### config.mk
export PLATFORM = sky130hd
export DESIGN_NAME = ocb_protect
export DESIGN_NICKNAME = d
export VERILOG_FILES = /design/src/ocb_pkg.sv /design/src/ocb_blank_timer.sv /design/src/ocb_protect.sv /design/src/ocb_sync.sv
export SDC_FILE = /design/constraint.sdc
export NUM_CORES = 1
export LEC_CHECK = 0
export ABC_AREA = 0
export BUFFER_PORTS_ARGS = -buffer_cell sky130_fd_sc_hd__buf_2
export CAP_MARGIN = 5
export CORE_MARGIN = 2
export CORE_UTILIZATION = 51
export DETAILED_ROUTE_END_ITERATION = 12
export PLACE_DENSITY = 0.8
export SLEW_MARGIN = 40
export SYNTH_ARGS = -nofsm -noshare
export SYNTH_HDL_FRONTEND = slang
export SYNTH_SLANG_ARGS = --single-unit
### constraint.sdc
create_clock -name ref_clk -period 2 [get_ports ref_clk]
set_input_delay 0 -clock ref_clk [delete_from_list [all_inputs] [get_ports ref_clk]]
set_output_delay 0 -clock ref_clk [all_outputs]
set_load 0.02 [all_outputs]
### src/ocb_pkg.sv
// Shared constants for the overcurrent and blanking protection block
package ocb_pkg;

    // Clock rate
    localparam int CLK_PERIOD_NS = 100;

    // Register byte offsets
    localparam logic [7:0] OFF_CTRL   = 8'h00;
    localparam logic [7:0] OFF_BLANK  = 8'h04;
    localparam logic [7:0] OFF_STATUS = 8'h08;
    localparam logic [7:0] OFF_DRVCFG = 8'h0c;

    // Field positions
    localparam int CTRL_EN_BIT    = 0;
    localparam int BLANK_SEL_LSB  = 0;
    localparam int BLANK_SEL_W    = 2;
    localparam int STS_VDS_LSB    = 0;
    localparam int STS_SHUT_BIT   = 6;
    localparam int STS_CBC_LSB    = 7;
    localparam int STS_BLANK_BIT  = 10;
    localparam int CFG_LEVEL_LSB  = 0;
    localparam int CFG_LEVEL_W    = 5;
    localparam int CFG_LATCH_BIT  = 5;

    // Reset values
    localparam logic                   CTRL_EN_RST = 1'b0;
    localparam logic [BLANK_SEL_W-1:0] BLANK_RST   = 2'h0;
    localparam logic [CFG_LEVEL_W-1:0] LEVEL_RST   = 5'h00;
    localparam logic                   LATCH_RST   = 1'b1;

    // Blanking options in ns, and their cycle counts (rounded up)
    localparam int BLANK_A_NS  = 500;
    localparam int BLANK_B_NS  = 1000;
    localparam int BLANK_C_NS  = 2000;
    localparam int BLANK_A_CYC = (BLANK_A_NS + CLK_PERIOD_NS - 1) / CLK_PERIOD_NS;
    localparam int BLANK_B_CYC = (BLANK_B_NS + CLK_PERIOD_NS - 1) / CLK_PERIOD_NS;
    localparam int BLANK_C_CYC = (BLANK_C_NS + CLK_PERIOD_NS - 1) / CLK_PERIOD_NS;
    localparam int BLANK_CNT_W = 5;

    // Longest allowed comparator-to-gate-off time (rounded down)
    localparam int CBC_RESP_NS  = 1000;
    localparam int CBC_RESP_CYC = CBC_RESP_NS / CLK_PERIOD_NS;

    // Blanking select to load value
    function automatic logic [BLANK_CNT_W-1:0] ocbBlankCycles(
        input logic [BLANK_SEL_W-1:0] sel
    );
        case (sel)
            2'h1:    ocbBlankCycles = BLANK_CNT_W'(BLANK_A_CYC);
            2'h2:    ocbBlankCycles = BLANK_CNT_W'(BLANK_B_CYC);
            2'h3:    ocbBlankCycles = BLANK_CNT_W'(BLANK_C_CYC);
            default: ocbBlankCycles = '0;
        endcase
    endfunction : ocbBlankCycles

endpackage : ocb_pkg

### src/ocb_blank_timer.sv
`timescale 1ns/1ps
// One shared blanking timer, reloaded on every gate edge
module ocb_blank_timer (
    // Clock, reset, enable
    input  wire logic                            ref_clk,
    input  wire logic                            rst_n,
    input  wire logic                            clkEn,
    // Control
    input  wire logic [ocb_pkg::BLANK_SEL_W-1:0] blankSel,
    input  wire logic                            gateEdge,
    // Status
    output logic      [ocb_pkg::BLANK_CNT_W-1:0] blankRemain,
    output logic                                 blanking
);

    // Count down; any edge reloads, so a burst of edges keeps extending
    always_ff @(posedge ref_clk or negedge rst_n)
    begin
        if (!rst_n)
        begin
            blankRemain <= '0;
        end
        else if (clkEn)
        begin
            if (blankSel == '0)
            begin
                // No-delay setting cancels any blanking at once
                blankRemain <= '0;
            end
            else if (gateEdge)
            begin
                // Start, or restart from this edge
                blankRemain <= ocb_pkg::ocbBlankCycles(blankSel);
            end
            else if (blankRemain != '0)
            begin
                blankRemain <= blankRemain - 1'b1;
            end
        end
    end

    // Active while time remains
    assign blanking = (blankRemain != '0);

endmodule : ocb_blank_timer

### src/ocb_protect.sv
`timescale 1ns/1ps
module ocb_protect (
    // Clock, reset, enable
    input  wire logic                            ref_clk,
    input  wire logic                            rst_n,
    input  wire logic                            clkEn,
    // Wishbone slave
    input  wire logic                            wb_cyc_i,
    input  wire logic                            wb_stb_i,
    input  wire logic                            wb_we_i,
    input  wire logic [7:0]                      wb_adr_i,
    input  wire logic [3:0]                      wb_sel_i,
    input  wire logic [31:0]                     wb_dat_i,
    output logic      [31:0]                     wb_dat_o,
    output logic                                 wb_ack_o,
    // Controller PWM pins
    input  wire logic [2:0]                      pwmHighIn,
    input  wire logic [2:0]                      pwmLowIn,
    // Analog trip inputs
    input  wire logic [2:0]                      senseAtRefIn,
    input  wire logic [5:0]                      drainSourceTripIn,
    // Gate drive outputs
    output logic      [2:0]                      gateHigh,
    output logic      [2:0]                      gateLow,
    // Comparator and blanking outputs
    output logic      [2:0]                      compOutN,
    output logic                                 senseBlanked,
    // Trip level to analog comparators, fault pin
    output logic      [ocb_pkg::CFG_LEVEL_W-1:0] drain_source_trip_level,
    output logic                                 fault_indicator_n
);

    // Synchronised pins
    logic [2:0] pwmHighSync;         // PWM high request
    logic [2:0] pwmLowSync;          // PWM low request
    logic [2:0] senseAtRefSync;      // Amplified sense at reference
    logic [5:0] tripSync;            // Per-transistor drain-source trip

    // Registers
    logic                            driveEnReg;                 // Gate enable
    logic [ocb_pkg::BLANK_SEL_W-1:0] blankSelReg;                // Blanking option
    logic                            drain_source_latch_select;  // Latch mode
    logic [5:0]                      tripFlagReg;                // Sticky trip record
    logic                            shutdownReg;                // Latched shutdown
    logic [2:0]                      cbcReg;                     // Per-phase limit
    logic [2:0]                      pwmHighPrev;                // For PWM rise detect
    logic [5:0]                      gatePrev;                   // For gate edge detect
    logic                            ackReg;                     // Bus ack

    // Combinational terms
    logic                                 busReq;
    logic                                 wrCommit;
    logic                                 stsWrite;
    logic [2:0]                           cbcNext;
    logic                                 shutdownNext;
    logic                                 gateEdge;
    logic                                 blanking;
    logic [ocb_pkg::BLANK_CNT_W-1:0]      blankRemain;
    logic [31:0]                          readData;

    // Pin synchronisers
    ocb_sync #(.W(12)) uPinSync (
        .ref_clk (ref_clk),
        .rst_n   (rst_n),
        .clkEn   (clkEn),
        .asyncIn ({pwmHighIn, pwmLowIn, drainSourceTripIn}),
        .syncOut ({pwmHighSync, pwmLowSync, tripSync})
    );

    ocb_sync #(.W(3)) uSenseSync (
        .ref_clk (ref_clk),
        .rst_n   (rst_n),
        .clkEn   (clkEn),
        .asyncIn (senseAtRefIn),
        .syncOut (senseAtRefSync)
    );

    // Shared blanking timer
    ocb_blank_timer uBlank (
        .ref_clk     (ref_clk),
        .rst_n       (rst_n),
        .clkEn       (clkEn),
        .blankSel    (blankSelReg),
        .gateEdge    (gateEdge),
        .blankRemain (blankRemain),
        .blanking    (blanking)
    );

    // Bus decode; write lands on the edge that sees ack high
    assign busReq   = wb_cyc_i & wb_stb_i;
    assign wrCommit = clkEn & busReq & ackReg & wb_we_i & wb_sel_i[0];
    assign stsWrite = wrCommit & (wb_adr_i == ocb_pkg::OFF_STATUS);
    assign wb_ack_o = ackReg;

    // Ack one cycle after request, dropped the cycle after
    always_ff @(posedge ref_clk or negedge rst_n)
    begin
        if (!rst_n)
            ackReg <= 1'b0;
        else if (clkEn)
            ackReg <= busReq & ~ackReg;
    end

    // Read mux; unmapped offsets read zero
    always_comb
    begin
        readData = '0;
        case (wb_adr_i)
            ocb_pkg::OFF_CTRL:   readData[ocb_pkg::CTRL_EN_BIT] = driveEnReg;
            ocb_pkg::OFF_BLANK:
                readData[ocb_pkg::BLANK_SEL_LSB +: ocb_pkg::BLANK_SEL_W] = blankSelReg;
            ocb_pkg::OFF_STATUS:
            begin
                readData[ocb_pkg::STS_VDS_LSB +: 6] = tripFlagReg;
                readData[ocb_pkg::STS_SHUT_BIT]     = shutdownReg;
                readData[ocb_pkg::STS_CBC_LSB +: 3] = cbcReg;
                readData[ocb_pkg::STS_BLANK_BIT]    = blanking;
            end
            ocb_pkg::OFF_DRVCFG:
            begin
                readData[ocb_pkg::CFG_LEVEL_LSB +: ocb_pkg::CFG_LEVEL_W] =
                    drain_source_trip_level;
                readData[ocb_pkg::CFG_LATCH_BIT] = drain_source_latch_select;
            end
            default: readData = '0;
        endcase
    end

    // Read data captured as ack rises
    always_ff @(posedge ref_clk or negedge rst_n)
    begin
        if (!rst_n)
            wb_dat_o <= '0;
        else if (clkEn && busReq && !ackReg)
            wb_dat_o <= readData;
    end

    // Control, blanking and driver configuration registers
    always_ff @(posedge ref_clk or negedge rst_n)
    begin
        if (!rst_n)
        begin
            driveEnReg                <= ocb_pkg::CTRL_EN_RST;
            blankSelReg               <= ocb_pkg::BLANK_RST;
            drain_source_trip_level   <= ocb_pkg::LEVEL_RST;
            drain_source_latch_select <= ocb_pkg::LATCH_RST;
        end
        else if (wrCommit)
        begin
            case (wb_adr_i)
                ocb_pkg::OFF_CTRL:   driveEnReg <= wb_dat_i[ocb_pkg::CTRL_EN_BIT];
                ocb_pkg::OFF_BLANK:
                    blankSelReg <= wb_dat_i[ocb_pkg::BLANK_SEL_LSB +: ocb_pkg::BLANK_SEL_W];
                ocb_pkg::OFF_DRVCFG:
                begin
                    // Level and mode always written as one word
                    drain_source_trip_level <=
                        wb_dat_i[ocb_pkg::CFG_LEVEL_LSB +: ocb_pkg::CFG_LEVEL_W];
                    drain_source_latch_select <= wb_dat_i[ocb_pkg::CFG_LATCH_BIT];
                end
                default: driveEnReg <= driveEnReg;
            endcase
        end
    end

    // Sticky per-transistor trip record, write one to clear, set wins
    always_ff @(posedge ref_clk or negedge rst_n)
    begin
        if (!rst_n)
            tripFlagReg <= '0;
        else if (clkEn)
        begin
            if (stsWrite)
                tripFlagReg <= (tripFlagReg & ~wb_dat_i[ocb_pkg::STS_VDS_LSB +: 6])
                               | tripSync;
            else
                tripFlagReg <= tripFlagReg | tripSync;
        end
    end

    // Latched shutdown only in latch mode; a new trip beats the clear
    assign shutdownNext = (drain_source_latch_select & (|tripSync))
                        | (shutdownReg & ~(stsWrite & wb_dat_i[ocb_pkg::STS_SHUT_BIT]));

    always_ff @(posedge ref_clk or negedge rst_n)
    begin
        if (!rst_n)
            shutdownReg <= 1'b0;
        else if (clkEn)
            shutdownReg <= shutdownNext;
    end

    // Fault pin follows any recorded trip, registered
    always_ff @(posedge ref_clk or negedge rst_n)
    begin
        if (!rst_n)
            fault_indicator_n <= 1'b1;
        else if (clkEn)
            fault_indicator_n <= ~(|(tripFlagReg | tripSync));
    end

    // Comparator: low at reference, held high while blanked for all phases
    always_ff @(posedge ref_clk or negedge rst_n)
    begin
        if (!rst_n)
            compOutN <= 3'h7;
        else if (clkEn)
            compOutN <= ~(senseAtRefSync & {3{~blanking}});
    end

    // Cycle limit: set by low comparator, released at next PWM rise
    always_comb
    begin
        cbcNext = (cbcReg & ~(pwmHighSync & ~pwmHighPrev)) | ~compOutN;
    end

    always_ff @(posedge ref_clk or negedge rst_n)
    begin
        if (!rst_n)
        begin
            cbcReg      <= '0;
            pwmHighPrev <= '0;
        end
        else if (clkEn)
        begin
            cbcReg      <= cbcNext;
            pwmHighPrev <= pwmHighSync;
        end
    end

    // Gate drive; shutdown and limit act in the same edge as their cause
    always_ff @(posedge ref_clk or negedge rst_n)
    begin
        if (!rst_n)
        begin
            gateHigh <= '0;
            gateLow  <= '0;
        end
        else if (clkEn)
        begin
            if (!driveEnReg || shutdownNext)
            begin
                gateHigh <= '0;
                gateLow  <= '0;
            end
            else
            begin
                // Limit overrides a high controller PWM
                gateHigh <= pwmHighSync & ~cbcNext;
                gateLow  <= pwmLowSync;
            end
        end
    end

    // Edge detect over all six gate outputs
    always_ff @(posedge ref_clk or negedge rst_n)
    begin
        if (!rst_n)
            gatePrev <= '0;
        else if (clkEn)
            gatePrev <= {gateHigh, gateLow};
    end

    assign gateEdge     = ({gateHigh, gateLow} != gatePrev);
    assign senseBlanked = blanking;
endmodule : ocb_protect

### src/ocb_sync.sv
`timescale 1ns/1ps
// Two-flop synchroniser for a bus of pin inputs
module ocb_sync #(
    parameter int W = 1
) (
    // Clock, reset, enable
    input  wire logic         ref_clk,
    input  wire logic         rst_n,
    input  wire logic         clkEn,
    // Data
    input  wire logic [W-1:0] asyncIn,
    output logic      [W-1:0] syncOut
);

    logic [W-1:0] stage1Reg;   // Metastable stage, read only by stage two

    // Both stages freeze with the enable
    always_ff @(posedge ref_clk or negedge rst_n)
    begin
        if (!rst_n)
        begin
            stage1Reg <= '0;
            syncOut   <= '0;
        end
        else if (clkEn)
        begin
            stage1Reg <= asyncIn;
            syncOut   <= stage1Reg;
        end
    end

endmodule : ocb_sync
==> flow_summary.ini <==
[critical_path]
r2r-start = uBlank.blankRemain[0]$_DFFE_PN0P_
ff2ff_path_depth = 7
crit_path_end = uBlank.blankRemain[4]$_DFFE_PN0P_
crit_start = uBlank.blankRemain[0]$_DFFE_PN0P_
worstPathRequired_ns = 2.21
cp-end-kind = flip-flop
crit_fanout = 5
worst-setup-path-type = reg -> reg
crit_path_start_kind = flip-flop
crit_arrival_ns = 2.03
r2r_setup_slack_ns = 0.18
rr_endpoint = uBlank.blankRemain[4]$_DFFE_PN0P_

[placement]
placement.cell_area_um2 = 4190
gp_congestion = 0.801
dp_hpwl_um = 5440
io_buffers = 64

[yosys]
synth_mux_area_frac = 0.141
synthSimpleGateAreaFrac = 0.0901
synth_top_family_by_area = multiplexers
synthAdderAreaFrac = 0.00653
ys_types = 49
yosysWarnings = 0
netlist_instances = 317
ys_seq_area_frac = 0.556
yosys_register_bits = 85
synth_compound_area_frac = 0.120
synthXorXnorAreaFrac = 0.0137
synth_area_um2 = 3830
avgSynthCellArea_um2 = 12.1

[timing]
report.final.slew_viol_count = 0
clock_skew_ns = 0.0123
rsz0062_at_grt = no
hold_viol = 0
clock.fmax_mhz = 550
period_share = 0.909
tightest_slew_ns = 0.566
slew_headroom = 0.622
tns_ns = 0
fin_crit_ns = 1.82
setup_viol = 0

[layout]
syn_to_final_growth_pct = 21.1
fin_area_um2 = 4640
layout-drive-gt1-share = 0.353
insertedDiodeCount = 0
final_nets = 473

[die]
io_pins = 114
rows = 31
die_w_um = 90.7
start_util = 0.529
core_um2 = 7250
die_area_um2 = 8230
die_h_um = 90.7

[power]
power.share.clock = 0.346
powerDensity_nw_per_um2 = 862
switching_share = 0.273
p_comb_frac = 0.143
switching_power_w = 0.00109
p_leak_nw = 2.25
p_seq_frac = 0.511
peakVddDrop_uv = 658
p_int_w = 0.00291

[clock_network]
cts_resized = 0
numCtsBuffers = 9
clkTransAtPathRegs_ns = 0.09
cts_hold_buf = 22
numClockSinks = 85
htree_levels = 3
root_buffer = clkbuf_8
worstSkewPairLatency_ns = 0.35
post-cts-setup-buffers = 0
cts_tree = built
cts_buffer_depth = 2

[route]
antenna_left = 0
drc = 0
firstDrtPassIters = 4
wl_per_cell_um = 16.0
routed_wl_um = 8170
vias_per_cell = 5.46
vias = 2784
drt-initial-drc-count = 158

[global_routing]
grt_pass1_vias = 2719
grt_usage = 0.202
grt_max_degree = 45
grt_pass1_wl_um = 13200
grt-ovfl-total = 0
antenna_found_initial = 0

[hold_path]
hold_path.class = in -> reg
hp-start = clkEn

[job]
maxCapViolations = 0

[outcome]
status = complete, no violations
-- per-layer routing --
layer  track usage  wire, um  vias to the layer above
met3        0.0534       460                       16
met1         0.265      3620                     1382
met5             0         0                        -
met4        0.0744       122                        0
li1              -         -                     1269
met2         0.323      3970                      117
-- synthesized netlist by cell type, drive strengths merged --
cell type	number	area share
a2111oi	1	0.0039
a21boi	3	0.0059
a21oi	6	0.0078
a222oi	4	0.010
a22o	7	0.016
a22oi	3	0.0059
a31oi	4	0.0065
a32oi	2	0.0046
a41o	1	0.0026
and2	1	0.0016
and3	4	0.0078
buf	25	0.048
clkbuf	7	0.0069
conb	1	0.00098
dfrtp	80	0.52
dfstp	5	0.034
ha	2	0.0065
inv	17	0.017
mux2	45	0.13
mux2i	1	0.0026
mux4	1	0.0059
nand2	24	0.023
nand2b	1	0.0016
nand3	5	0.0065
nand4	3	0.0065
nor2	14	0.017
nor2b	1	0.0016
nor3	2	0.0026
nor3b	1	0.0033
nor4	3	0.0065
nor4b	1	0.0062
o21ai	19	0.025
o22a	3	0.0069
o2bb2ai	6	0.014
o31ai	2	0.0039
o41a	1	0.0029
o41ai	2	0.0046
or2	2	0.0033
or4	1	0.0020
xnor2	6	0.014
-- stage by stage --
stage	cells	hold WS [ns]	power, W	utilization	setup WS (ns)
floorplan	337	-0.296	0.00244	-	0.321
global placement	472	0.0292	0.00256	0.578	0.319
detailed placement	472	0.0324	0.00261	0.578	0.272
CTS	510	0.0246	0.00402	0.640	0.196
global route	510	0.0733	0.00416	0.640	0.0669
finish	510	0.0375	0.00400	0.640	0.182
-- worst max-delay path, cell delays in order (launching register included) --
cell and delay, ns:
dfrtp_1 0.44, inv_1 0.15, ha_1 0.16, nor4b_4 0.31, nand2_1 0.14, and3_1 0.20, o21ai_0 0.18, a32oi_1 0.10
-- registers in the layout, summed over array words and instances, names as in the netlist --
signal and cells:
blankSelReg 2, cbcReg 3, compOutN 3, drain_source_latch_select 1, drain_source_trip_level 5, driveEnReg 1, fault_indicator_n 1, gateHigh 3
gateLow 3, gatePrev 6, pwmHighPrev 3, shutdownReg 1, tripFlagReg 6, uBlank.blankRemain 5, uPinSync.stage1Reg 12, uPinSync.syncOut 12
uSenseSync.stage1Reg 3, uSenseSync.syncOut 3, wb_ack_o 1, wb_dat_o 11
-- cell type report --
cell class	instances	area [um^2]
clock inverter	6	93.8
fill	561	2610
multi-input combinational	203	1500
sequential	85	2130
timing repair buffer	90	586
inverter	17	63.8
tap	99	124
clock buffer	10	138
-- power groups by stage --
stage	combinational, W	sequential [W]	clock (W)
global placement	0.000503	0.00206	0
detailed placement	0.000533	0.00208	0
CTS	0.000573	0.00204	0.00141
floorplan	0.000405	0.00204	0
global route	0.000631	0.00207	0.00146
finish	0.000570	0.00205	0.00138
-- kinds of logic (layout without fill, tap and decap cells) --
logic type                 count (synthesis)  in the layout
and+or+nand+nor                           63             63
xor gates and xnor gates                   6              6
buffers and inverters                     49            123
other                                      1             21
adders and majority gates                  2              2
muxes                                     47             47
DFF                                       85             85
AOI/OAI and AO/OA                         64             64
-- placed cells by master (no fill, tap or decap), types with 2 or more instances in the layout --
master	count
a31oi_1	4
bufinv_16	2
nor2_1	11
nand3_1	5
nand2_1	24
buf_4	4
nor3_1	2
a21oi_1	6
mux2_2	45
clkbuf_8	10
conb_1	21
o2bb2ai_1	6
nand4_1	2
dfstp_2	5
buf_2	63
a32oi_1	2
o31ai_1	2
inv_6	2
o41ai_1	2
o21ai_0	19
o22a_1	3
ha_1	2
a222oi_1	4
nor2_2	2
nor4_1	2
dlygate4sd3_1	22
and3_1	3
xnor2_1	6
a21boi_0	3
dfrtp_1	80
a22o_1	7
a22oi_1	3
inv_1	17
-- how the worst min path moves through the flow --
stage | end | cells after the start
floorplan | blankSelReg[0]$_DFFE_PN0P_ | 0
global placement | uPinSync.stage1Reg[6]$_DFFE_PN0P_ | 1
detailed placement | uPinSync.stage1Reg[6]$_DFFE_PN0P_ | 1
CTS | uBlank.blankRemain[2]$_DFFE_PN0P_ | 3
global route | uBlank.blankRemain[1]$_DFFE_PN0P_ | 3
finish | uBlank.blankRemain[2]$_DFFE_PN0P_ | 3
No activity file was read; power rests on OpenSTA's default activity.
